### src/hdl/mps_regs.svh
// Constants for the mode, privilege and exception state block.
// Assumes inclusion by the package and the design module only.
`ifndef MPS_REGS_SVH
`define MPS_REGS_SVH
`define MPS_ADDR_CTRL 4'h0
`define MPS_ADDR_STATUS 4'h4
`define MPS_ADDR_PEND 4'h8
`define MPS_ADDR_ACTIVE 4'hc
`define MPS_CTRL_THREAD_UNPRIVILEGED_BIT 0
`define MPS_CTRL_SPSEL 1
`define MPS_CTRL_RST 2'h0
`define MPS_NUM_EXC 8
`define MPS_EXC_SVC 3'h0
`define MPS_EXC_FAULT 3'h1
`define MPS_IRQ_BASE 3'h2
`define MPS_VEC_BASE_RST 32'h0000_0000
`define MPS_RESET_VECTOR 32'h0000_0004
`endif

### src/hdl/mps_pkg.sv
// Types shared by the mode, privilege and exception state block.
// Assumes mps_regs.svh on the include path.
`default_nettype none
`include "mps_regs.svh"
package mps_pkg;
  typedef enum logic [0:0]
  {
    MPS_THREAD = 1'b0,
    MPS_HANDLER = 1'b1
  } mps_mode_t;
  typedef enum logic [1:0]
  {
    MPS_INACTIVE = 2'b00,
    MPS_PENDING = 2'b01,
    MPS_ACTIVE = 2'b10,
    MPS_ACT_PEND = 2'b11
  } mps_exc_state_t;
  typedef struct packed
  {
    logic privileged;
    logic use_psp;
    mps_mode_t mode;
  } mps_core_view_t;
  typedef struct packed
  {
    logic taken;
    logic [2:0] num;
    logic [31:0] vector;
  } mps_entry_t;
endpackage
`default_nettype wire

### src/hdl/mps_core_state.sv
// Mode, privilege, stack select and per-exception state tracking.
// Assumes a core pipeline that requests entry and return, and a Wishbone master.
//
// Operation
// RULE1: Reset and return to thread both leave the core in Thread mode.
// RULE2: Taking any exception puts the core in Handler mode.
// RULE3: Exception return is ignored unless the core is in Handler mode.
// RULE4: Without the privilege option every execution is privileged.
// RULE5: With the option, unprivileged execution is flagged for access restriction.
// RULE6: Handler mode execution is always privileged.
// RULE7: Thread privilege is Handler mode or the unprivileged bit at zero.
// RULE8: The unprivileged bit only takes effect when the option is built.
// RULE9: Two banked stack pointers are held; exactly one is active.
// RULE10: Handler mode always uses the main stack pointer.
// RULE11: Thread mode may use main or process stack pointer in either privilege.
// RULE12: Reset aborts work; release restarts from the fixed reset vector.
// RULE13: A supervisor call instruction raises its exception in program order.
// RULE14: A synchronous fault is raised with the instruction that caused it.
// RULE15: Faults are fatal; no fault status is recorded.
// RULE16: Interrupt lines are accepted at any time, apart from the instruction stream.
// RULE17: Each exception has a priority, a number and a vector for its handler.
// RULE18: An exception neither pending nor active is inactive.
// RULE19: An exception stays pending from its event until its entry starts.
// RULE20: An exception stays active from handler start until its return.
// RULE21: Entry may happen in the same cycle as the event, skipping pending. Here only SVC and fault skip it; an interrupt entered so still pends.
// RULE22: Only interrupts may be active and pending together.
// RULE23: Reset clears the unprivileged bit: privileged Thread on the main stack.
`default_nettype none
`include "mps_regs.svh"
module mps_core_state #(
  parameter bit HAS_UNPRIV = 1'b1
)
(
  // Clock and reset
  input wire logic clk_i,
  input wire logic rst_i,
  // Wishbone slave
  input wire logic cyc_i,
  input wire logic stb_i,
  input wire logic we_i,
  input wire logic [3:0] adr_i,
  input wire logic [3:0] sel_i,
  input wire logic [31:0] dat_i,
  output logic [31:0] dat_o,
  output logic ack_o,
  // Exception sources
  input wire logic svc_exec_i,
  input wire logic fault_i,
  input wire logic [`MPS_NUM_EXC-3:0] irq_i,
  // Core sequencing
  input wire logic entry_req_i,
  input wire logic [2:0] entry_num_i,
  input wire logic return_req_i,
  input wire logic return_to_thread_i,
  input wire logic [31:0] sp_main_wdata_i,
  input wire logic sp_main_we_i,
  input wire logic [31:0] sp_proc_wdata_i,
  input wire logic sp_proc_we_i,
  // Core view
  output mps_pkg::mps_core_view_t view_o,
  output mps_pkg::mps_entry_t entry_o,
  output logic [31:0] active_sp_o,
  output logic [31:0] restart_pc_o,
  output logic return_refused_o,
  output logic [`MPS_NUM_EXC*2-1:0] exc_state_o
);
  import mps_pkg::*;

  // ****************************************
  // Functions
  // ****************************************
  function automatic logic [7:0] onehot8(input logic [2:0] n);
    onehot8 = 8'h01 << n;
  endfunction

  function automatic logic [31:0] vec_addr(input logic [2:0] n);
    vec_addr = `MPS_RESET_VECTOR + {27'h0, n, 2'h0} + 32'h0000_0008;
  endfunction

  // ****************************************
  // State
  // ****************************************
  mps_mode_t mode_r, mode_nxt;
  logic [1:0] ctrl_r, ctrl_nxt;
  logic [31:0] sp_main_r, sp_proc_r;
  logic [7:0] pend_r, pend_nxt;
  logic [7:0] act_r, act_nxt;
  logic [7:0] prio_r [0:7];
  logic ack_r;
  logic [31:0] dat_r;
  mps_entry_t entry_r;
  logic refused_r;
  logic [31:0] restart_r;

  // ****************************************
  // Decode
  // ****************************************
  wire logic wb_req = cyc_i && stb_i && !ack_r;
  wire logic wr_ctrl = wb_req && we_i && adr_i == `MPS_ADDR_CTRL && sel_i[0];
  wire logic wr_prio = wb_req && we_i && adr_i == `MPS_ADDR_STATUS;
  wire logic in_handler = mode_r == MPS_HANDLER;
  wire logic ret_ok = return_req_i && in_handler; // RULE3
  wire logic ret_bad = return_req_i && !in_handler; // RULE3
  wire logic [7:0] events = {irq_i, fault_i, svc_exec_i}; // RULE13 RULE14 RULE16
  wire logic [7:0] ent_oh = entry_req_i ? onehot8(entry_num_i) : 8'h00;
  wire logic [7:0] ret_oh = ret_ok ? onehot8(entry_num_i) : 8'h00;
  wire logic [7:0] sync_mask = 8'h03; // RULE15
  wire logic thread_unprivileged_bit_eff = HAS_UNPRIV && ctrl_r[`MPS_CTRL_THREAD_UNPRIVILEGED_BIT]; // RULE4 RULE8
  wire logic priv = in_handler || !thread_unprivileged_bit_eff; // RULE6 RULE7 RULE5
  wire logic psp_sel = !in_handler && ctrl_r[`MPS_CTRL_SPSEL]; // RULE10 RULE11

  // ****************************************
  // Next state
  // ****************************************
  always_comb
  begin
    mode_nxt = mode_r;
    if (entry_req_i)
      mode_nxt = MPS_HANDLER; // RULE2
    else if (ret_ok && return_to_thread_i)
      mode_nxt = MPS_THREAD; // RULE1
    ctrl_nxt = ctrl_r;
    if (wr_ctrl && priv)
      ctrl_nxt = dat_i[1:0];
    // Event wins over entry clear: a fresh event re-pends
    pend_nxt = (pend_r & ~ent_oh) | events; // RULE19 RULE21
    // Synchronous exceptions never pend while active
    pend_nxt = pend_nxt & ~(sync_mask & (act_r | ent_oh)); // RULE22
    act_nxt = (act_r & ~ret_oh) | ent_oh; // RULE20
  end

  // ****************************************
  // Registers
  // ****************************************
  always_ff @(posedge clk_i)
  begin
    if (rst_i)
    begin
      mode_r <= MPS_THREAD; // RULE1 RULE12
      ctrl_r <= `MPS_CTRL_RST; // RULE23
      pend_r <= 8'h00; // RULE18
      act_r <= 8'h00;
      restart_r <= `MPS_RESET_VECTOR; // RULE12
    end
    else
    begin
      mode_r <= mode_nxt;
      ctrl_r <= ctrl_nxt;
      pend_r <= pend_nxt;
      act_r <= act_nxt;
    end
  end

  // Banked stack pointers, no fault status kept
  always_ff @(posedge clk_i)
  begin
    if (rst_i)
    begin
      sp_main_r <= 32'h0000_0000; // RULE9
      sp_proc_r <= 32'h0000_0000;
    end
    else
    begin
      if (sp_main_we_i)
        sp_main_r <= sp_main_wdata_i;
      if (sp_proc_we_i)
        sp_proc_r <= sp_proc_wdata_i;
    end
  end

  // Entry record: taken flag, number and vector
  always_ff @(posedge clk_i)
  begin
    if (rst_i)
    begin
      entry_r <= '0;
      refused_r <= 1'b0;
    end
    else
    begin
      entry_r.taken <= entry_req_i;
      entry_r.num <= entry_num_i; // RULE17
      entry_r.vector <= vec_addr(entry_num_i); // RULE17
      refused_r <= ret_bad; // RULE3
    end
  end

  always_ff @(posedge clk_i)
  begin
    if (rst_i)
    begin
      for (int i = 0; i < 8; i++)
        prio_r[i] <= 8'h00;
    end
    else if (wr_prio && priv && sel_i[0])
      prio_r[dat_i[10:8]] <= dat_i[7:0]; // RULE17
  end

  // ****************************************
  // Bus read
  // ****************************************
  wire logic [31:0] rd_mux =
    adr_i == `MPS_ADDR_CTRL ? {30'h0, ctrl_r} :
    adr_i == `MPS_ADDR_STATUS ? {16'h0, prio_r[dat_i[10:8]], 5'h0, priv, psp_sel, mode_r} :
    adr_i == `MPS_ADDR_PEND ? {24'h0, pend_r} :
    adr_i == `MPS_ADDR_ACTIVE ? {24'h0, act_r} : 32'h0;

  always_ff @(posedge clk_i)
  begin
    if (rst_i)
    begin
      ack_r <= 1'b0;
      dat_r <= 32'h0;
    end
    else
    begin
      ack_r <= wb_req;
      dat_r <= rd_mux;
    end
  end

  // ****************************************
  // Outputs
  // ****************************************
  always_comb
  begin
    for (int i = 0; i < 8; i++)
      exc_state_o[2*i +: 2] = {act_r[i], pend_r[i]}; // RULE18 RULE22
  end

  assign ack_o = ack_r;
  assign dat_o = dat_r;
  assign view_o = '{privileged: priv, use_psp: psp_sel, mode: mode_r};
  assign active_sp_o = psp_sel ? sp_proc_r : sp_main_r; // RULE9 RULE10
  assign entry_o = entry_r;
  assign restart_pc_o = restart_r;
  assign return_refused_o = refused_r;
endmodule
`default_nettype wire

### config.mk
export PLATFORM = sky130hd
export DESIGN_NAME = mps_core_state
export DESIGN_NICKNAME = d
export VERILOG_FILES = /design/src/hdl/mps_pkg.sv /design/src/hdl/mps_core_state.sv
export VERILOG_INCLUDE_DIRS = /design/src /design/src/hdl
export SDC_FILE = /design/constraint.sdc
export NUM_CORES = 1
export LEC_CHECK = 0
export ABC_AREA = 1
export BUFFER_PORTS_ARGS = -buffer_cell sky130_fd_sc_hd__buf_2
export CAP_MARGIN = 25
export CORE_ASPECT_RATIO = 1.4
export CORE_MARGIN = 10
export CORE_UTILIZATION = 25
export DETAILED_ROUTE_END_ITERATION = 12
export REMOVE_ABC_BUFFERS = 1
export SLEW_MARGIN = 25
export SYNTH_ARGS = -nofsm -noshare
export SYNTH_HDL_FRONTEND = slang
export SYNTH_SLANG_ARGS = --single-unit
### constraint.sdc
create_clock -name clk_i -period 1.84 [get_ports clk_i]
set_input_delay 0 -clock clk_i [delete_from_list [all_inputs] [get_ports clk_i]]
set_output_delay 0 -clock clk_i [all_outputs]
set_load 0.02 [all_outputs]
==> metrics.cfg <==
[layout]
nNetsFinal = 1368
multiInputGateArea_um2 = 3160
final_cell_mix = nor2_1, buf_2, nand2_1
seq_area_um2 = 4100
layout_commonest_cell = nor2_1
areaGrowthSynthToFinish_pct = 33.5
fillerInstances = 3263
final_cell_area_um2 = 10600
drive_gt1_share_pct = 21.4
post-route-util_pct = 33.7
instances_no_fill = 1648

[placed_design]
placed_area_um2 = 9110
gp_congestion = 0.815
dp_hpwl_um = 17400
pre_cts_slack_ns = 0.209
placedCellCount = 1525
io_buffers = 177

[setup_path]
critPathMaxFanout = 32
crit_path_end_kind = output pin
cp-start-kind = register
cp.arrival_ns = 1.69
critPathKind = reg2out
worstPathRequired_ns = 1.84

[run]
cap_violations = 0

[floorplan]
fp.dieH_um = 231
die_x_um = 171
core-area_um2 = 31400
rows = 77
die-area_um2 = 39400
start_util_pct = 25.3
num_io_pins = 278

[sta]
finalSetupViolCount = 0
drv_slew = 0
layout_worst_path_cycle_share_pct = 92.0
hold_viol = 0
worstMarginPinSlew_ns = 0.727
hold_slack_ns = 0.0421
rsz0062_at_grt = false
slew_headroom_pct = 51.2
min_period_ns = 1.69
setup_ws_ns = 0.146
setup_tns_ns = 0
fmax_mhz = 590
fin_skew_ns = 0.00674

[global_route]
grt-ovfl-total = 0
grt_pass1_wl_um = 37900
grt_pass1_vias = 7112
grt_max_degree = 65
antenna_found_initial = 2
track_usage_pct = 12.3

[clocking]
htreeDepth = 4
tritoncts = yes
clkTransAtPathRegs_ns = 0.07
clock_latency_ns = 0.44
cts-root-buf = clkbuf_16
cts_sinks = 173
numCtsBuffers = 17
clockBufferDepth = 2

[logic_synthesis]
ys_warn_count = 0
synth-xor-area-share_pct = 0.110
synth_compound_area_share_pct = 7.84
synth_seq_cells = 173
yosys.area_share.adder_pct = 0.789
synth_mux_area_share_pct = 0
synth_cell_types = 29
synth_flop_cell = dfxtp_1
synth-simple-area-share_pct = 27.4
synth_async_sr_flop_share_pct = 0
netlist_instances = 969
postSynthAreaPerCell_um2 = 8.19
synth_seq_area_share_pct = 51.7
synth_top_family_by_area = simple AND/OR/NAND/NOR gates
syn_area_um2 = 7930
synth_edf_count = 64

[drt]
wl_per_cell_um = 14.8
drtIter0Drc = 346
routed_wl_um = 24400
vias = 7028
drtAntennaViolNets = 0
post_drt_via_cell_ratio = 4.26
drt_pass1_iterations = 5
post-route-drc-count = 0

[outcome]
status = finished clean

[power]
p_leak_nw = 5.03
ir_drop_uv = 554
power.total_mw = 8.98
powerDensity_nw_per_um2 = 848

[worst_hold_path]
hp-class = in2reg

==> Yosys cell counts (all sizes together) (2+ instances only) <==
master  number  area share, %
buf         87            7.9
nand2      175            8.4
o21ai       82            5.2
a21oi       23            1.5
ha           5           0.79
edfxtp      64             24
o211a        2           0.25
conb         2          0.095
nand3       37            2.3
nor2       260             13
clkinv       3           0.14
clkbuf      31            1.5
inv         53            2.5
nand4        8            2.1
dfxtp      109             28
or2         16            1.3
o211ai       8           0.76
==> kinds of logic after synthesis <==
family | count (synthesis)
simple gates | 497
buf+inv | 174
flops | 173
compound gates | 117
fa+ha+maj | 5
other cells | 2
xor+xnor | 1
==> registers in the layout (all words and copies together) (netlist names) <==
register,count
prio_r,64
sp_main_r,32
sp_proc_r,32
dat_o,16
act_r,8
entry_o,8
pend_r,8
ctrl_r,2
ack_o,1
in_handler,1
return_refused_o,1
==> routing by layer <==
layer,track usage (%),part of all wire [%],routed length [um]
met4,5.69,2.6,644
met3,5.31,10,2470
met5,0,0,0
met2,20.7,49,11900
met1,12.9,38,9340
==> path summary, 6_finish.rpt <==
| path | depth (start not counted) | start | end | slack [ns] |
|---|---|---|---|---|
| worst min register to register | 2 | sp_proc_r[28] | sp_proc_r[28] | 0.45 |
| worst max-delay path | 6 | in_handler | active_sp_o[7] | 0.15 |
| worst min-delay path | 3 | dat_i[6] | prio_r[4][6] | 0.04 |
| worst max register to register | 6 | ack_o | prio_r[6][2] | 0.19 |
==> power by group <==
group	switching (mW)	total [mW]	internal, mW
combinational	0.794	1.25	0.451
sequential	0.0787	4.22	4.14
clock	1.52	3.52	2.00
total	2.39	8.98	6.59
==> critical path: stages (launching register included) <==
cell	delay, ns
dfxtp_1	0.32
buf_4	0.16
nor2_4	0.14
buf_8	0.25
nand2_1	0.09
nand2_1	0.10
buf_2	0.17
==> cell type report <==
type                            count  area share (%)
Multi-Input combinational cell    696            29.8
Antenna cell                        2          0.0473
Timing Repair Buffer              294            19.4
Inverter                           56            1.99
Sequential cell                   173            38.8
Tap cell                          395            4.67
Clock inverter                     10            1.08
Clock buffer                       22            4.20
==> timing repair <==
| action | in CTS | in global routing |
|---|---|---|
| setup endpoints to repair | 32 | 32 |
| resized for setup | 2 | 5 |
| hold buffers | 89 | 0 |
| gates cloned | 0 | 0 |
| hold endpoints to repair | 97 | 0 |
| setup buffers | 0 | 0 |
Power figures use the tool's default switching activity.
